## src/logic/spr_pkg.sv

```systemverilog
// Shared constants and carrier types for the serial register front end
package spr_pkg;
    // Build choices
    localparam int DATA_W = 16;
    localparam int SEL_W = 8;
    localparam int FIFO_DEPTH = 16;
    localparam bit HOST_MODE = 1'b1;
    // Word addresses
    localparam logic [2:0] ADDR_RX = 3'h0;
    localparam logic [2:0] ADDR_TX = 3'h1;
    localparam logic [2:0] ADDR_STATUS = 3'h2;
    localparam logic [2:0] ADDR_CONTROL = 3'h3;
    localparam logic [2:0] ADDR_RSVD = 3'h4;
    localparam logic [2:0] ADDR_SELMASK = 3'h5;
    localparam logic [2:0] ADDR_EOPMATCH = 3'h6;
    // Status and control bit positions
    localparam int BIT_ROE = 3;
    localparam int BIT_TOE = 4;
    localparam int BIT_TMT = 5;
    localparam int BIT_TRANSMITTER_READY_FLAG = 6;
    localparam int BIT_RECEIVER_READY_FLAG = 7;
    localparam int BIT_ERR = 8;
    localparam int BIT_EOP = 9;
    localparam int BIT_FSEL = 10;
    // Writable control bits; forced select only exists in host mode
    localparam logic [31:0] CTRL_MASK_HOST = 32'h0000_07D8;
    localparam logic [31:0] CTRL_MASK_AGENT = 32'h0000_03D8;
    // Reset values
    localparam logic [31:0] CTRL_RESET = 32'h0000_0000;
    localparam logic [SEL_W-1:0] SELMASK_RESET = 8'h01;
    // Register bus request
    typedef struct packed {
        logic rd;
        logic wr;
        logic [2:0] addr;
        logic [31:0] wdata;
    } spr_req_t;
endpackage : spr_pkg

```

## src/logic/spr_core.sv

```systemverilog
// Register front end of a serial peripheral core, with its receive FIFO
// What this block does
// Completed received word loads receive holding and sets receiver ready.
// Reading receive holding clears receiver ready.
// Writes to receive holding address change nothing.
// New word loads when holding is free or buffer is full; if receiver ready still set, flag receive overrun.
// Accepted transmit holding write clears transmitter ready.
// Shifter taking the holding word sets transmitter ready; next word waits.
// Transmit write while not ready flags overrun, keeps old holding word.
// Host should wait for transmitter ready before writing transmit data.
// Status reads are harmless; status writes clear both overruns and error.
// Host mode: shifter empty reads 0 while shifting, 1 when idle.
// Agent mode: shifter empty reads 0 while selected or unable to accept.
// Error flag is OR of both overrun flags.
// End-of-packet flag set when read or written data equals match value.
// Seven word addresses: rx, tx, status, control, reserved, mask, match.
// Status bits: overruns 3 and 4, empty 5, ready 6 and 7.
// Control holds interrupt enables at status positions 3, 4 and 6 to 9, forced select at 10.
// Undefined bits read as anything; writing them changes nothing.
// Data bits above configured width are undefined.
// Select mask and forced select exist only in host mode.
// Interrupt asserted when any flag other than shifter empty and its enable are both set.
// Reset clears all control bits.
// Reset sets select mask to agent zero only.
// Forced select drives masked select outputs continuously.
// Reserved address reads zero, ignores writes.
`timescale 1ns/1ps
`default_nettype none

module spr_fifo #(
    parameter int WIDTH = 16,
    parameter int DEPTH = 16
) (
    // Clock and reset
    input wire logic sys_clk,
    input wire logic rst,
    // Fill side
    input wire logic in_valid,
    input wire logic [WIDTH-1:0] in_data,
    output logic in_ready,
    // Drain side
    output logic out_valid,
    output logic [WIDTH-1:0] out_data,
    input wire logic out_ready
);
    localparam int AW = $clog2(DEPTH);
    logic [WIDTH-1:0] mem [DEPTH];
    logic [AW-1:0] wr_ptr;
    logic [AW-1:0] rd_ptr;
    logic [AW:0] count;
    logic full;
    logic empty;
    wire logic push = in_valid && !full;
    wire logic pop = out_ready && !empty;
    wire logic [AW:0] next_count = count + {{AW{1'b0}}, push} - {{AW{1'b0}}, pop};

    // Fill-side ready is a flop of its own because it leaves the core as a pin
    assign out_valid = !empty;
    assign out_data = mem[rd_ptr];

    // Pointers, count and flags
    always_ff @(posedge sys_clk or posedge rst) begin
        if (rst) begin
            wr_ptr <= '0;
            rd_ptr <= '0;
            count <= '0;
            full <= 1'b0;
            empty <= 1'b1;
            in_ready <= 1'b1;
        end else begin
            if (push) wr_ptr <= wr_ptr + 1'b1;
            if (pop) rd_ptr <= rd_ptr + 1'b1;
            count <= next_count;
            full <= (next_count == (AW+1)'(DEPTH));
            in_ready <= (next_count != (AW+1)'(DEPTH));
            empty <= (next_count == '0);
        end
    end

    // Storage has no reset; contents are qualified by the flags
    always_ff @(posedge sys_clk) begin
        if (push) mem[wr_ptr] <= in_data;
    end
endmodule : spr_fifo

module spr_core (
    // Clock and reset
    input wire logic sys_clk,
    input wire logic rst,
    // Register port
    input wire spr_pkg::spr_req_t req,
    output logic [31:0] rdata,
    // Receive shifter side
    input wire logic rx_word_valid,
    input wire logic [spr_pkg::DATA_W-1:0] rx_word,
    output logic rx_word_ready,
    // Transmit shifter side
    output logic tx_word_valid,
    output logic [spr_pkg::DATA_W-1:0] tx_word,
    input wire logic tx_take,
    input wire logic shift_busy,
    // Select lines
    input wire logic agent_sel_n,
    output logic [spr_pkg::SEL_W-1:0] sel_n,
    // Interrupt
    output logic irq
);
    localparam int DW = spr_pkg::DATA_W;
    localparam logic [31:0] CTRL_WMASK =
        spr_pkg::HOST_MODE ? spr_pkg::CTRL_MASK_HOST : spr_pkg::CTRL_MASK_AGENT;

    // Status word assembly, used by reads and by the interrupt
    // flag bit placement
    function automatic logic [31:0] status_word(input logic receive_overrun_flag, input logic transmit_overrun_flag,
            input logic shifter_empty_flag, input logic transmitter_ready_flag, input logic receiver_ready_flag, input logic eop);
        logic [31:0] w;
        w = 32'h0000_0000;
        w[spr_pkg::BIT_ROE] = receive_overrun_flag;
        w[spr_pkg::BIT_TOE] = transmit_overrun_flag;
        w[spr_pkg::BIT_TMT] = shifter_empty_flag;
        w[spr_pkg::BIT_TRANSMITTER_READY_FLAG] = transmitter_ready_flag;
        w[spr_pkg::BIT_RECEIVER_READY_FLAG] = receiver_ready_flag;
        w[spr_pkg::BIT_ERR] = receive_overrun_flag | transmit_overrun_flag;
        w[spr_pkg::BIT_EOP] = eop;
        return w;
    endfunction : status_word

    logic [DW-1:0] rx_hold;
    logic [DW-1:0] tx_hold;
    logic rx_full;
    logic tx_full;
    logic receive_overrun_flag;
    logic transmit_overrun_flag;
    logic eop;
    logic [31:0] control;
    logic [spr_pkg::SEL_W-1:0] sel_mask;
    logic [DW-1:0] eop_match;
    logic sel_meta;
    logic sel_sync;
    logic fifo_valid;
    logic [DW-1:0] fifo_data;
    // Drain when holding is free, or force it when the buffer is full (overrun)
    wire logic drain = fifo_valid && (!rx_full || !rx_word_ready);

    // Received words queue here; drain stalls while the holding word is unread and the buffer is not full
    spr_fifo #(.WIDTH(DW), .DEPTH(spr_pkg::FIFO_DEPTH)) u_rx_fifo (
        .sys_clk(sys_clk),
        .rst(rst),
        .in_valid(rx_word_valid),
        .in_data(rx_word),
        .in_ready(rx_word_ready),
        .out_valid(fifo_valid),
        .out_data(fifo_data),
        .out_ready(drain)
    );

    // Address decode
    wire logic rd_rx = req.rd && req.addr == spr_pkg::ADDR_RX;
    wire logic wr_tx = req.wr && req.addr == spr_pkg::ADDR_TX;
    wire logic wr_status = req.wr && req.addr == spr_pkg::ADDR_STATUS;
    wire logic wr_control = req.wr && req.addr == spr_pkg::ADDR_CONTROL;
    // host-only select mask register
    wire logic wr_selmask = req.wr && req.addr == spr_pkg::ADDR_SELMASK && spr_pkg::HOST_MODE;
    wire logic wr_match = req.wr && req.addr == spr_pkg::ADDR_EOPMATCH;
    wire logic tx_accept = wr_tx && !tx_full;
    wire logic tx_refuse = wr_tx && tx_full;
    // match on read or accepted write
    wire logic eop_hit = (rd_rx && rx_hold == eop_match)
        || (tx_accept && req.wdata[DW-1:0] == eop_match);
    // host empty flag, agent empty flag
    wire logic shifter_empty_flag = spr_pkg::HOST_MODE ? !shift_busy : (sel_sync && rx_word_ready);
    wire logic [31:0] stat = status_word(receive_overrun_flag, transmit_overrun_flag, shifter_empty_flag, !tx_full, rx_full, eop);
    wire logic [31:0] next_control = (req.wdata & CTRL_WMASK);
    // flag and enable both set
    wire logic next_irq = |(stat & control & 32'h0000_03D8);
    // forced select or active shift drives masked outputs
    wire logic sel_drive = spr_pkg::HOST_MODE && (control[spr_pkg::BIT_FSEL] || shift_busy);
    wire logic [spr_pkg::SEL_W-1:0] next_sel_n = ~(sel_mask & {spr_pkg::SEL_W{sel_drive}});

    // Read mux; reserved and unmapped read zero, upper bits zero
    logic [31:0] next_rdata;
    always_comb begin
        unique case (req.addr)
            spr_pkg::ADDR_RX: next_rdata = {{(32-DW){1'b0}}, rx_hold};
            spr_pkg::ADDR_STATUS: next_rdata = stat;
            spr_pkg::ADDR_CONTROL: next_rdata = control;
            spr_pkg::ADDR_SELMASK: next_rdata = {{(32-spr_pkg::SEL_W){1'b0}}, sel_mask};
            spr_pkg::ADDR_EOPMATCH: next_rdata = {{(32-DW){1'b0}}, eop_match};
            default: next_rdata = 32'h0000_0000;
        endcase
    end

    // Agent select pin enters through two flops
    always_ff @(posedge sys_clk or posedge rst) begin
        if (rst) begin
            sel_meta <= 1'b1;
            sel_sync <= 1'b1;
        end else begin
            sel_meta <= agent_sel_n;
            sel_sync <= sel_meta;
        end
    end

    // Receive holding and flags; a load in the read cycle keeps ready set
    always_ff @(posedge sys_clk or posedge rst) begin
        if (rst) begin
            rx_hold <= '0;
            rx_full <= 1'b0;
            receive_overrun_flag <= 1'b0;
        end else begin
            // load on arrival, overrun if unread
            if (drain) rx_hold <= fifo_data;
            if (drain) rx_full <= 1'b1;
            // read clears ready
            else if (rd_rx) rx_full <= 1'b0;
            if (drain && rx_full) receive_overrun_flag <= 1'b1;
            // status write clears
            else if (wr_status) receive_overrun_flag <= 1'b0;
        end
    end

    // Transmit holding and flags; no take can happen while empty
    always_ff @(posedge sys_clk or posedge rst) begin
        if (rst) begin
            tx_hold <= '0;
            tx_full <= 1'b0;
            transmit_overrun_flag <= 1'b0;
        end else begin
            // accepted write fills holding
            if (tx_accept) begin
                tx_hold <= req.wdata[DW-1:0];
                tx_full <= 1'b1;
            // shifter took the word
            end else if (tx_take) begin
                tx_full <= 1'b0;
            end
            // refused write flags overrun, holding kept
            if (tx_refuse) transmit_overrun_flag <= 1'b1;
            else if (wr_status) transmit_overrun_flag <= 1'b0;
        end
    end

    // Configuration registers; and other writes touch nothing
    always_ff @(posedge sys_clk or posedge rst) begin
        if (rst) begin
            // control clear, first agent selected
            control <= spr_pkg::CTRL_RESET;
            sel_mask <= spr_pkg::SELMASK_RESET;
            eop_match <= '0;
            eop <= 1'b0;
        end else begin
            // enables and forced select
            if (wr_control) control <= next_control;
            if (wr_selmask) sel_mask <= req.wdata[spr_pkg::SEL_W-1:0];
            if (wr_match) eop_match <= req.wdata[DW-1:0];
            if (eop_hit) eop <= 1'b1;
            else if (wr_status) eop <= 1'b0;
        end
    end

    // Registered outputs
    always_ff @(posedge sys_clk or posedge rst) begin
        if (rst) begin
            rdata <= 32'h0000_0000;
            irq <= 1'b0;
            sel_n <= {spr_pkg::SEL_W{1'b1}};
            tx_word_valid <= 1'b0;
            tx_word <= '0;
        end else begin
            if (req.rd) rdata <= next_rdata;
            irq <= next_irq;
            sel_n <= next_sel_n;
            tx_word_valid <= tx_accept || (tx_full && !tx_take);
            if (tx_accept) tx_word <= req.wdata[DW-1:0];
        end
    end

    // Checks
    property p_rx_load;
        @(posedge sys_clk) disable iff (rst) drain |=> rx_full && rx_hold == $past(fifo_data);
    endproperty
    a_rx_load: assert property (p_rx_load) else $error("rx load lost");
    property p_rx_read;
        @(posedge sys_clk) disable iff (rst) rd_rx && !drain |=> !rx_full;
    endproperty
    a_rx_read: assert property (p_rx_read) else $error("rx read no clear");
    property p_rx_wr;
        @(posedge sys_clk) disable iff (rst)
            req.wr && req.addr == spr_pkg::ADDR_RX && !drain |=> $stable(rx_hold) && $stable(control);
    endproperty
    a_rx_wr: assert property (p_rx_wr) else $error("rx write had effect");
    property p_overrun;
        @(posedge sys_clk) disable iff (rst) drain && rx_full |=> receive_overrun_flag ##1 (receive_overrun_flag || $past(wr_status));
    endproperty
    a_overrun: assert property (p_overrun) else $error("rx overrun missed");
    property p_tx_wr;
        @(posedge sys_clk) disable iff (rst) tx_accept |=> tx_full && tx_word_valid;
    endproperty
    a_tx_wr: assert property (p_tx_wr) else $error("tx ready not cleared");
    property p_tx_take;
        @(posedge sys_clk) disable iff (rst) tx_take && !tx_accept |=> !tx_full && !tx_word_valid;
    endproperty
    a_tx_take: assert property (p_tx_take) else $error("tx ready not set");
    property p_tx_ovr;
        @(posedge sys_clk) disable iff (rst) tx_refuse |=> transmit_overrun_flag && $stable(tx_hold);
    endproperty
    a_tx_ovr: assert property (p_tx_ovr) else $error("tx overrun wrong");
    property p_st_clr;
        @(posedge sys_clk) disable iff (rst) wr_status && !tx_refuse && !(drain && rx_full)
            |=> !receive_overrun_flag && !transmit_overrun_flag && !stat[spr_pkg::BIT_ERR];
    endproperty
    a_st_clr: assert property (p_st_clr) else $error("status write no clear");
    property p_err;
        @(posedge sys_clk) disable iff (rst) stat[spr_pkg::BIT_ERR] == (receive_overrun_flag || transmit_overrun_flag);
    endproperty
    a_err: assert property (p_err) else $error("error flag mismatch");
    property p_irq;
        @(posedge sys_clk) disable iff (rst) (rx_full && control[spr_pkg::BIT_RECEIVER_READY_FLAG]) |=> irq;
    endproperty
    a_irq: assert property (p_irq) else $error("irq missing");
    property p_fsel;
        @(posedge sys_clk) disable iff (rst)
            spr_pkg::HOST_MODE && control[spr_pkg::BIT_FSEL] |=> sel_n == ~$past(sel_mask);
    endproperty
    a_fsel: assert property (p_fsel) else $error("forced select not driven");
    property p_eop;
        @(posedge sys_clk) disable iff (rst) eop_hit |=> eop;
    endproperty
    a_eop: assert property (p_eop) else $error("end of packet flag missed");
    property p_st_rd;
        @(posedge sys_clk) disable iff (rst) req.rd && req.addr == spr_pkg::ADDR_STATUS && !drain
            |=> $stable(receive_overrun_flag) && $stable(transmit_overrun_flag) && $stable(eop);
    endproperty
    a_st_rd: assert property (p_st_rd) else $error("status read had effect");
    property p_rx_data;
        @(posedge sys_clk) disable iff (rst)
            rd_rx |=> rdata == {{(32-DW){1'b0}}, $past(rx_hold)};
    endproperty
    a_rx_data: assert property (p_rx_data) else $error("rx data read wrong");
    property p_sel_idle;
        @(posedge sys_clk) disable iff (rst) !control[spr_pkg::BIT_FSEL] && !shift_busy
            |=> sel_n == {spr_pkg::SEL_W{1'b1}};
    endproperty
    a_sel_idle: assert property (p_sel_idle) else $error("select driven while idle");
    c_overrun: cover property (@(posedge sys_clk) disable iff (rst) drain && rx_full);
    c_tx_refuse: cover property (@(posedge sys_clk) disable iff (rst) tx_refuse);
    c_fifo_full: cover property (@(posedge sys_clk) disable iff (rst) !rx_word_ready);
    c_eop: cover property (@(posedge sys_clk) disable iff (rst) eop_hit);
endmodule : spr_core

`default_nettype wire

```

## config.mk

```make
export PLATFORM = sky130hd
export DESIGN_NAME = spr_core
export DESIGN_NICKNAME = d
export VERILOG_FILES = /design/src/logic/spr_pkg.sv /design/src/logic/spr_core.sv
export SDC_FILE = /design/constraint.sdc
export NUM_CORES = 1
export LEC_CHECK = 0
export ABC_AREA = 1
export BUFFER_PORTS_ARGS = -buffer_cell sky130_fd_sc_hd__buf_4
export CAP_MARGIN = 30
export CORE_MARGIN = 3
export CORE_UTILIZATION = 37
export CTS_CLUSTER_DIAMETER = 100
export DETAILED_ROUTE_END_ITERATION = 12
export PLACE_DENSITY_LB_ADDON = 0.12
export RECOVER_POWER = 25
export SYNTH_ARGS = -nofsm -noshare
export SYNTH_HDL_FRONTEND = slang
export SYNTH_SLANG_ARGS = --single-unit
```

## constraint.sdc

```tcl
create_clock -name sys_clk -period 3.3 [get_ports sys_clk]
set_input_delay 0.495 -clock sys_clk [delete_from_list [all_inputs] [get_ports sys_clk]]
set_output_delay 0.495 -clock sys_clk [all_outputs]
set_load 0.02 [all_outputs]
```

==> results.yml, run 1 <==
logic_synthesis:
  synth_area_leaders: "edfxtp_1 49%, dfrtp_1 16%, nand2_1 14%, nand3_1 5.9%, dfstp_2 1.9%"
  synth.avg_cell_area_um2: 10.4
  synth_top_family_by_area: "simple AND/OR/NAND/NOR gates"
  synth_edf_count: 256
  synth_fa_ha_area_frac: 0.00933
  ys_warn_count: 0
  ys.flop_type: "edfxtp_1"
  yosys.area.top_type: "edfxtp_1"
  synth_area_um2: 15600
  synth_mux_area_frac: 0
  synth_xor_xnor_area_share: 0.00732
  synth_seq_area_share: 0.672
  yosys_register_bits: 366
  synth-simple-area-share: 0.221
  async_reset_ff_frac: 0.301
  synth_compound_area_frac: 0.0385
  synth.distinct_cells: 37
  netlist_instances: 1500
  synth_top_area_frac: 0.494
sta:
  setup_ws_ns: 1.09
  finalClockSkew_ns: 0.0198
  setup_viol: 0
  fin_crit_ns: 2.21
  final_hold_viol_count: 0
  tns_ns: 0
  slew_violations: 0
  slew_headroom: 0.423
  fmax_ghz: 0.453
  worstMarginPinSlew_ns: 0.862
  rsz0062_at_grt: "false"
  fin_crit_sh: 0.668
critical_path:
  r2r-end: "u_rx_fifo.full$_DFF_PP0_"
  critPathRequiredTime_ns: 3.80
  crit_fanout: 5
  worstRegToRegCells: 9
  cp_cell_sequence: "a21oi_2 -> ha_1 -> inv_1 -> ha_1 -> fa_1 -> xor2_1 -> nor3_1 -> nand3_1 -> inv_1"
  cp_slowest_cell: "dfrtp_1"
  cpLargestDelayFamily: "adder cells"
  critPathKind: "reg2reg"
  cp-end-kind: "register"
  worstSetupStartpoint: "rx_full$_DFFE_PP0P_"
  worst-r2r-setup-slack_ns: 1.09
  cp-start-kind: "register"
  path_buf_inv: 2
  cp.depth: 9
  cp-endpoint: "u_rx_fifo.full$_DFF_PP0_"
  cp.arrival_ns: 2.71
  cpPeakStageDelay_ns: 0.50
  timing.rr.start: "rx_full$_DFFE_PP0P_"
status:
  status: "finished clean"
global_route:
  overflow: 0
  grt_max_degree: 132
  track_usage: 0.187
  antenna_found_initial: 0
  grt_pass1_wl_um: 63200
  grt_pass1_vias: 10600
route:
  final_antenna_net_count: 0
  wirelength_um: 41200
  drc: 0
  num_vias: 10600
  drt-initial-drc-count: 631
  wire_per_inst_um: 19.1
  drt_first_pass_iters: 5
  vias_per_cell: 4.94
finish:
  mostFrequentLayoutCells: "599 x nand2_1, 256 x edfxtp_1, 183 x nand3_1"
  final_common_cell: "nand2_1"
  drive_gt1_frac: 0.134
  design_area_um2: 18100
  n_fill_cell: 3965
  multiInputGateArea_um2: 4400
  nNetsFinal: 1662
  final_cells: 2157
  final_core_util: 0.440
  area_growth_syn_to_layout_pct: 16.4
  regArea_um2: 10500
  antenna_cells: 0
placement:
  io_buffers: 84
  placed_area_um2: 16800
  dp.cells: 2081
  globalplace.congestion: 0.838
  dp_slack_ns: 0.882
  hpwlAfterDp_um: 25600
clock_network:
  cts_setup_buffers: 0
  insertion_delay_ns: 0.57
  ctsResizeCount: 0
  htree_levels: 2
  cts_root_buf: "clkbuf_16"
  hold_buffers: 0
  clkTransAtPathRegs_ns: 0.06
  cts_buffer_depth: 3
  cts_tree: "done"
  cts-buffers-inserted: 41
  clkSinkCount: 366
floorplanning:
  pin_count: 118
  rows: 74
  die_w_um: 211
  die-area_um2: 44600
  initial_utilization: 0.378
  core_um2: 41200
  die_h_um: 211
power_and_ir_drop:
  ir_drop_mv: 0.586
  cellPowerDensity_nw_per_um2: 855
  power.leakage_nw: 7.55
hold_path:
  hold_path_class: "in2async"
run:
  max_cap_viol_count: 0
-- how the worst min path moves through the flow --
stage,to,slack [ns],cells past startpoint
finish,tx_word[4]$_DFFE_PP0P_,0.1,2
global route,tx_word_valid$_DFF_PP0_,0.11,2
CTS,control[3]$_DFFE_PP0P_,0.1,2
detailed placement,sel_n[6]$_DFF_PP1_,0.42,1
global placement,sel_n[6]$_DFF_PP1_,0.42,1
floorplan,sel_n[1]$_DFF_PP1_,0.40,1
-- logic make-up after synthesis --
logic type,count (synthesis)
DFF,366
xor gates and xnor gates,13
buffers and inverters,160
AOI/OAI and AO/OA,107
adders and majority gates,11
and+or+nand+nor,842
other,1
-- routing by layer --
metal / GRT usage / share of wire
met1: 0.242 / 0.43
met4: 0.0691 / 0.031
met3: 0.0293 / 0.048
met2: 0.320 / 0.49
met5: 0 / 0
-- metrics by stage --
stage / hold slack [ns] / total power, W
2_1_floorplan: 0.397 / 0.00929
3_3_place_gp: 0.417 / 0.0109
3_5_place_dp: 0.421 / 0.0109
4_1_cts: 0.0959 / 0.0157
5_1_grt: 0.115 / 0.0165
6_report: 0.0969 / 0.0155
-- cells in the mapped netlist, types with 2 or more instances --
master,instances
edfxtp_1,256
inv_1,68
nand2_2,2
o21ai_1,12
dfrtp_1,99
clkbuf_1,15
inv_2,6
xnor2_1,4
nand3_1,183
clkinv_1,3
nand4_1,4
o21ai_2,8
o221ai_1,3
buf_4,23
nand2_1,599
buf_2,31
nor2_1,47
xor2_1,9
o22ai_1,6
a21oi_1,24
buf_1,3
nor2_2,2
ha_1,10
buf_6,11
dfstp_2,11
o21ai_0,50
-- report_power, final --
group	internal [W]	switching, W
clock network	0.00287	0.00187
registers	0.00563	0.000385
logic	0.00146	0.00328
-- final cells by class --
| cell class | instances | share of cell area |
|---|---|---|
| Multi-Input combinational cell | 989 | 0.243 |
| Clock buffer | 54 | 0.0616 |
| Clock inverter | 22 | 0.0157 |
| Sequential cell | 366 | 0.577 |
| Timing Repair Buffer | 117 | 0.0497 |
| Tap cell | 532 | 0.0367 |
| Inverter | 77 | 0.0162 |
-- registers in the layout, indices dropped and copies added (netlist names), 4 cells and up --
name and count:
u_rx_fifo.mem 256, eop_match 16, rdata 16, rx_hold 16, tx_word 16, sel_mask 8
sel_n 8, control 7, u_rx_fifo.count 5, u_rx_fifo.rd_ptr 4, u_rx_fifo.wr_ptr 4
No activity file was read; power rests on OpenSTA's default activity.
==> run 2, diff against run 1 <==
--- a/config.mk
+++ b/config.mk
@@ -5,7 +5,7 @@
 export SDC_FILE = /design/constraint.sdc
 export NUM_CORES = 1
 export LEC_CHECK = 0
-export ABC_AREA = 1
+export ABC_AREA = 0
 export BUFFER_PORTS_ARGS = -buffer_cell sky130_fd_sc_hd__buf_4
 export CAP_MARGIN = 30
 export CORE_MARGIN = 3
==> constraint.sdc (replaced) <==
create_clock -name sys_clk -period 2.1 [get_ports sys_clk]
set_input_delay 0.315 -clock sys_clk [delete_from_list [all_inputs] [get_ports sys_clk]]
set_output_delay 0.315 -clock sys_clk [all_outputs]
set_load 0.02 [all_outputs]
==> run 2 against run 1 <==
Effect of this change: the run now ends with setup timing left; clock power increased by 50%; sequential share of layout area rose by 0.26 points; sequential power is 61% higher.
==> results.yml, run 2 <==
status:
  status: "finished with violations"
  violations: "setup timing"
route:
  drc: 0
  final_antenna_net_count: 0
  wirelength_um: 35100
  drt_first_pass_iters: 4
  wire_per_inst_um: 22.7
  vias_per_cell: 5.06
  drt-initial-drc-count: 440
  num_vias: 7824
hold_path:
  hold_path_class: "in2reg"
  hold_end: "eop_match[11]$_DFFE_PP0P_"
  holdCritStartpoint: "req[11]"
  min_path_cells: 2
floorplanning:
  pin_count: 118
  initial_utilization: 0.379
  die_w_um: 206
  die_h_um: 206
  rows: 72
  die-area_um2: 42600
  core_um2: 39200
logic_synthesis:
  yosysMostFrequentCell: "edfxtp_1"
  synth_area_leaders: "edfxtp_1 52%, dfrtp_1 17%, mux4_2 9.9%, mux2_2 4.6%, dfstp_2 1.9%"
  synth_area_um2: 14900
  netlist_instances: 844
  ys_warn_count: 0
  synth_edf_count: 256
  synth_xor_xnor_area_share: 0.0248
  ys.flop_type: "edfxtp_1"
  synth_common_cells: "256 x edfxtp_1, 99 x dfrtp_1, 65 x mux4_2"
  async_reset_ff_frac: 0.301
  synth_top_area_frac: 0.517
  synth_fa_ha_area_frac: 0.00977
  synth_mux_area_frac: 0.163
  synth_seq_area_share: 0.704
  synth_top_family_by_area: "multiplexers"
  yosys.area.top_type: "edfxtp_1"
  synth.avg_cell_area_um2: 17.6
  synth.distinct_cells: 46
  synth_compound_area_frac: 0.0354
  synth-simple-area-share: 0.0376
  yosys_register_bits: 366
global_route:
  antenna_found_initial: 0
  grt_max_degree: 60
  track_usage: 0.167
  grt_pass1_vias: 8174
  overflow: 0
  grt_pass1_wl_um: 52300
critical_path:
  cpPeakStageDelay_ns: 0.52
  cp-start-kind: "register"
  crit_fanout: 4
  worstRegToRegCells: 10
  cp_slowest_cell: "dfstp_2"
  cp_cell_sequence: "a21o_1 -> inv_2 -> ha_4 -> inv_2 -> ha_4 -> fa_2 -> a21o_1 -> a21oi_2 -> xnor2_2 -> and2_1"
  worst-r2r-setup-slack_ns: -0.15
  critPathRequiredTime_ns: 2.57
  cp-end-kind: "register"
  cp.arrival_ns: 2.72
  timing.rr.start: "u_rx_fifo.in_ready$_DFF_PP1_"
  critPathKind: "reg2reg"
  r2r-end: "u_rx_fifo.full$_DFF_PP0_"
placement:
  globalplace.congestion: 0.786
  io_buffers: 84
  hpwlAfterDp_um: 23200
  dp_slack_ns: -0.164
sta:
  setup_ws_ns: -0.150
  rsz0062_at_grt: "true"
  slew_violations: 0
  fmax_ghz: 0.444
  setup_viol: 4
  slew_headroom: 0.553
  final_hold_viol_count: 0
  fin_crit_ns: 2.25
  finalClockSkew_ns: 0.0143
  worstMarginPinSlew_ns: 0.671
  fin_crit_sh: 1.07
finish:
  final_common_cell: "edfxtp_1"
  mostFrequentLayoutCells: "256 x edfxtp_1, 119 x buf_4, 96 x dfrtp_1"
  area_growth_syn_to_layout_pct: 21.4
  nNetsFinal: 1065
  largest_reg_flops: 256
  regMostFlops: "u_rx_fifo.mem"
  drive_gt1_frac: 0.355
  final_core_util: 0.460
  antenna_cells: 0
clock_network:
  cts_root_buf: "clkbuf_16"
  htree_levels: 2
  clkSinkCount: 366
  cts_buffer_depth: 3
  insertion_delay_ns: 0.54
  cts-buffers-inserted: 40
  cts_tree: "done"
  clkTransAtPathRegs_ns: 0.06
power_and_ir_drop:
  p_comb_frac: 0.290
  cellPowerDensity_nw_per_um2: 1310
  ir_drop_mv: 0.673
  p_switching_w: 0.00698
  intPower_w: 0.0166
  seqPwrFrac: 0.410
  pwr-share-clk: 0.300
  power.leakage_nw: 6.53
  p_sw_frac: 0.296
run:
  max_cap_viol_count: 0
==> run 2: cell type report <==
cell class	instances	area [µm²]
clock buffers	60	1200
clock inverters	14	151
fillers	3418	21200
inverters	16	63.8
multi-input cells	419	4200
flip-flops and latches	366	10500
well taps	518	648
repair buffers	152	1310
==> run 2: layer usage <==
layer  wire length (µm)  global-route usage  share of wire  vias up
li1                   -                   -              -     3546
met4                588              0.0419          0.017        0
met3               1680              0.0312          0.048       47
met2              17200               0.282           0.49      175
met5                  0                   0              0        -
met1              15500               0.223           0.44     4056
==> run 2: worst max path at each step <==
stage                                       from                       end  slack (ns)  depth (start not counted)
finish              u_rx_fifo.in_ready$_DFF_PP1_  u_rx_fifo.full$_DFF_PP0_       -0.15                         10
global route        u_rx_fifo.in_ready$_DFF_PP1_  u_rx_fifo.full$_DFF_PP0_       -0.25                         10
CTS                 u_rx_fifo.in_ready$_DFF_PP1_  u_rx_fifo.full$_DFF_PP0_       -0.16                         10
detailed placement  u_rx_fifo.in_ready$_DFF_PP1_  u_rx_fifo.full$_DFF_PP0_       -0.16                         10
global placement    u_rx_fifo.in_ready$_DFF_PP1_  u_rx_fifo.full$_DFF_PP0_       -0.14                         10
floorplan           u_rx_fifo.in_ready$_DFF_PP1_  u_rx_fifo.full$_DFF_PP0_       -0.27                         11
==> run 2: stage by stage <==
step	area, µm²	power [W]	hold slack, ns	setup TNS, ns	std cells
after global routing	18000	0.0249	0.0283	-0.722	1545
after floorplan	15000	0.0139	0.388	-0.846	859
after CTS	18100	0.0240	0.0225	-0.449	1544
after detailed placement	16600	0.0165	0.233	-0.448	1467
final	18000	0.0236	0.0472	-0.355	1545
after global placement	16600	0.0165	0.232	-0.378	1467
==> run 2: critical path, delay by kind of cell (launching register included) <==
kind            cells  cell delay [ns]
compound gates      3             0.49
xor+xnor            1             0.15
fa+ha+maj           3             0.78
buf+inv             2             0.10
flops               1             0.52
simple gates        1             0.15
==> run 2: repair_timing <==
item	4_1_cts	5_1_grt
endpoints found under the setup margin	4	4
hold endpoints to repair	101	0
buffers inserted	1	1
gates resized for setup	8	0
hold buffers	2	0
pin swaps	1	1
==> run 2: logic make-up (layout without fill, tap and decap cells) <==
group,Yosys count,count (layout)
adder cells (fa/ha/maj),11,11
AO/OA/AOI/OAI,79,79
multiplexers,153,153
XOR/XNOR,42,42
AND/OR/NAND/NOR,118,118
flip-flops,366,366
other,1,16
buffers and inverters,74,242
==> run 2: power groups by stage <==
| stage | Sequential, W | Combinational (W) | Clock [W] |
|---|---|---|---|
| after floorplan | 0.00964 | 0.00430 | 0 |
| after global placement | 0.00981 | 0.00669 | 0 |
| after detailed placement | 0.00982 | 0.00673 | 0 |
| after CTS | 0.00968 | 0.00701 | 0.00730 |
| after global routing | 0.00979 | 0.00744 | 0.00762 |
| final | 0.00968 | 0.00684 | 0.00708 |
==> run 3, diff against run 2 <==
--- a/config.mk
+++ b/config.mk
@@ -6,7 +6,7 @@
 export NUM_CORES = 1
 export LEC_CHECK = 0
 export ABC_AREA = 0
-export BUFFER_PORTS_ARGS = -buffer_cell sky130_fd_sc_hd__buf_4
+export BUFFER_PORTS_ARGS = -buffer_cell sky130_fd_sc_hd__buf_2
 export CAP_MARGIN = 30
 export CORE_MARGIN = 3
 export CORE_UTILIZATION = 37
==> run 3 against run 2 <==
Effect of this change: the flow still finishes with violations (setup timing); largest cell class unchanged; wire length decreased by 0.45%; critical path depth unchanged; worst setup slack barely moved; total power decreased by 1.8%.
==> results.yml, run 3 (same netlist as run 2, synthesis figures left out) <==
status:
  status: "finished with violations"
  violations: "setup timing"
hold_path:
  hold_path_class: "in2reg"
  min_path_cells: 2
route:
  vias_per_cell: 5.04
  drt_first_pass_iters: 5
  drt-initial-drc-count: 511
  wire_per_inst_um: 22.6
  num_vias: 7789
  wirelength_um: 34900
  final_antenna_net_count: 0
  drc: 0
global_route:
  grt_max_degree: 111
  grt_pass1_wl_um: 52600
  overflow: 0
  grt_pass1_vias: 8146
  track_usage: 0.167
  antenna_found_initial: 0
sta:
  fin_crit_ns: 2.25
  fmax_ghz: 0.444
  fin_hold_ws_ns: 0.0750
  final_hold_viol_count: 0
  rsz0062_at_grt: "true"
  setup_viol: 4
  slew_violations: 0
  slew_headroom: 0.560
  finalClockSkew_ns: 0.0219
  setup_ws_ns: -0.150
  fin_crit_sh: 1.07
  worstMarginPinSlew_ns: 0.660
  tns_ns: -0.382
floorplanning:
  initial_utilization: 0.379
  die-area_um2: 42600
  die_w_um: 206
  die_h_um: 206
  core_um2: 39200
  pin_count: 118
  rows: 72
finish:
  design_area_um2: 17800
  final_core_util: 0.454
  mostFrequentLayoutCells: "256 x edfxtp_1, 96 x dfrtp_1, 70 x buf_2"
  regMostFlops: "u_rx_fifo.mem"
  drive_gt1_frac: 0.351
  area_growth_syn_to_layout_pct: 19.7
  final_common_cell: "edfxtp_1"
  nNetsFinal: 1064
  largest_reg_flops: 256
  final_cells: 1544
  antenna_cells: 0
clock_network:
  clkSinkCount: 366
  cts_root_buf: "clkbuf_16"
  cts_tree: "done"
  htree_levels: 2
  clkTransAtPathRegs_ns: 0.06
  cts-buffers-inserted: 40
  cts_buffer_depth: 3
  insertion_delay_ns: 0.54
critical_path:
  cp.depth: 10
  critPathKind: "reg2reg"
  cpPeakStageDelay_ns: 0.53
  cp_slowest_cell: "dfstp_2"
  path_buf_inv: 2
  cpLargestDelayFamily: "adder cells"
  cp-end-kind: "register"
  critPathRequiredTime_ns: 2.56
  worstRegToRegCells: 10
  cp-start-kind: "register"
  crit_fanout: 4
  cp.arrival_ns: 2.71
  cp_cell_sequence: "a21o_1 -> inv_2 -> ha_4 -> inv_2 -> ha_4 -> fa_2 -> a21o_1 -> a21oi_2 -> xnor2_2 -> and2_1"
placement:
  io_buffers: 84
  globalplace.congestion: 0.806
  dp.cells: 1467
  placed_area_um2: 16400
  hpwlAfterDp_um: 23000
power_and_ir_drop:
  ir_drop_mv: 0.714
  cellPowerDensity_nw_per_um2: 1300
  power.leakage_nw: 6.43
run:
  max_cap_viol_count: 0
==> run 3: cell types whose count changed in the layout (fill, tap and decap cells not counted), sizes merged <==
cell    change
clkinv      -3
bufinv      -1
clkbuf      +4
buf         -1
==> run 3: path summary, 6_finish.rpt <==
kind	from	slack (ns)	endpoint
max in group asynchronous	rst	1.09	u_rx_fifo.rd_ptr[2]$_DFFE_PP0P_
min in group asynchronous	rst	0.51	tx_word_valid$_DFF_PP0_
worst min register to register	sel_mask[4]$_DFFE_PP0P_	0.42	sel_n[4]$_DFF_PP1_
worst min-delay path	req[15]	0.07	eop_match[15]$_DFFE_PP0P_
worst max register to register	u_rx_fifo.in_ready$_DFF_PP1_	-0.15	u_rx_fifo.full$_DFF_PP0_
worst max-delay path	u_rx_fifo.in_ready$_DFF_PP1_	-0.15	u_rx_fifo.full$_DFF_PP0_
==> run 3: worst register-to-register path: cells and delay by family, from the launching register on <==
| kind | cells | cell delay [ns] |
|---|---|---|
| compound gates | 3 | 0.49 |
| xor+xnor | 1 | 0.15 |
| fa+ha+maj | 3 | 0.77 |
| buf+inv | 2 | 0.10 |
| flops | 1 | 0.53 |
| simple gates | 1 | 0.15 |
==> run 3: cell type report <==
cell class                      instances  area, µm²
Clock inverter                         10        108
Tap cell                              518        648
Timing Repair Buffer                  151       1090
Sequential cell                       366      10500
Fill cell                            3467      21400
Multi-Input combinational cell        419       4210
Inverter                               16       63.8
Clock buffer                           64       1200
==> run 3: power breakdown <==
part	total (W)	switching (W)	internal, W
registers	0.00967	0.000792	0.00888
clock network	0.00691	0.00273	0.00418
logic	0.00658	0.00339	0.00319
total	0.0232	0.00691	0.0162
==> run 3: metal layers <==
layer | wire (µm) | global-route usage | part of all wire
met4 | 610 | 0.0429 | 0.017
met3 | 1760 | 0.0271 | 0.050
met1 | 15500 | 0.233 | 0.44
met2 | 17100 | 0.274 | 0.49
met5 | 0 | 0 | 0
==> run 3: repair_timing <==
item | CTS | global route
pin swaps | 5 | 4
buffers inserted | 1 | 0
hold endpoints to repair | 26 | 0
resized for setup | 5 | 4
hold buffers | 2 | 0
setup endpoints to repair | 4 | 16
==> run 3: stage by stage <==
| stage | power, W | worst slack [ns] |
|---|---|---|
| after detailed placement | 0.0163 | -0.158 |
| after CTS | 0.0234 | -0.167 |
| after global placement | 0.0163 | -0.152 |
| after floorplan | 0.0139 | -0.267 |
| final | 0.0232 | -0.150 |
| after global routing | 0.0244 | -0.248 |
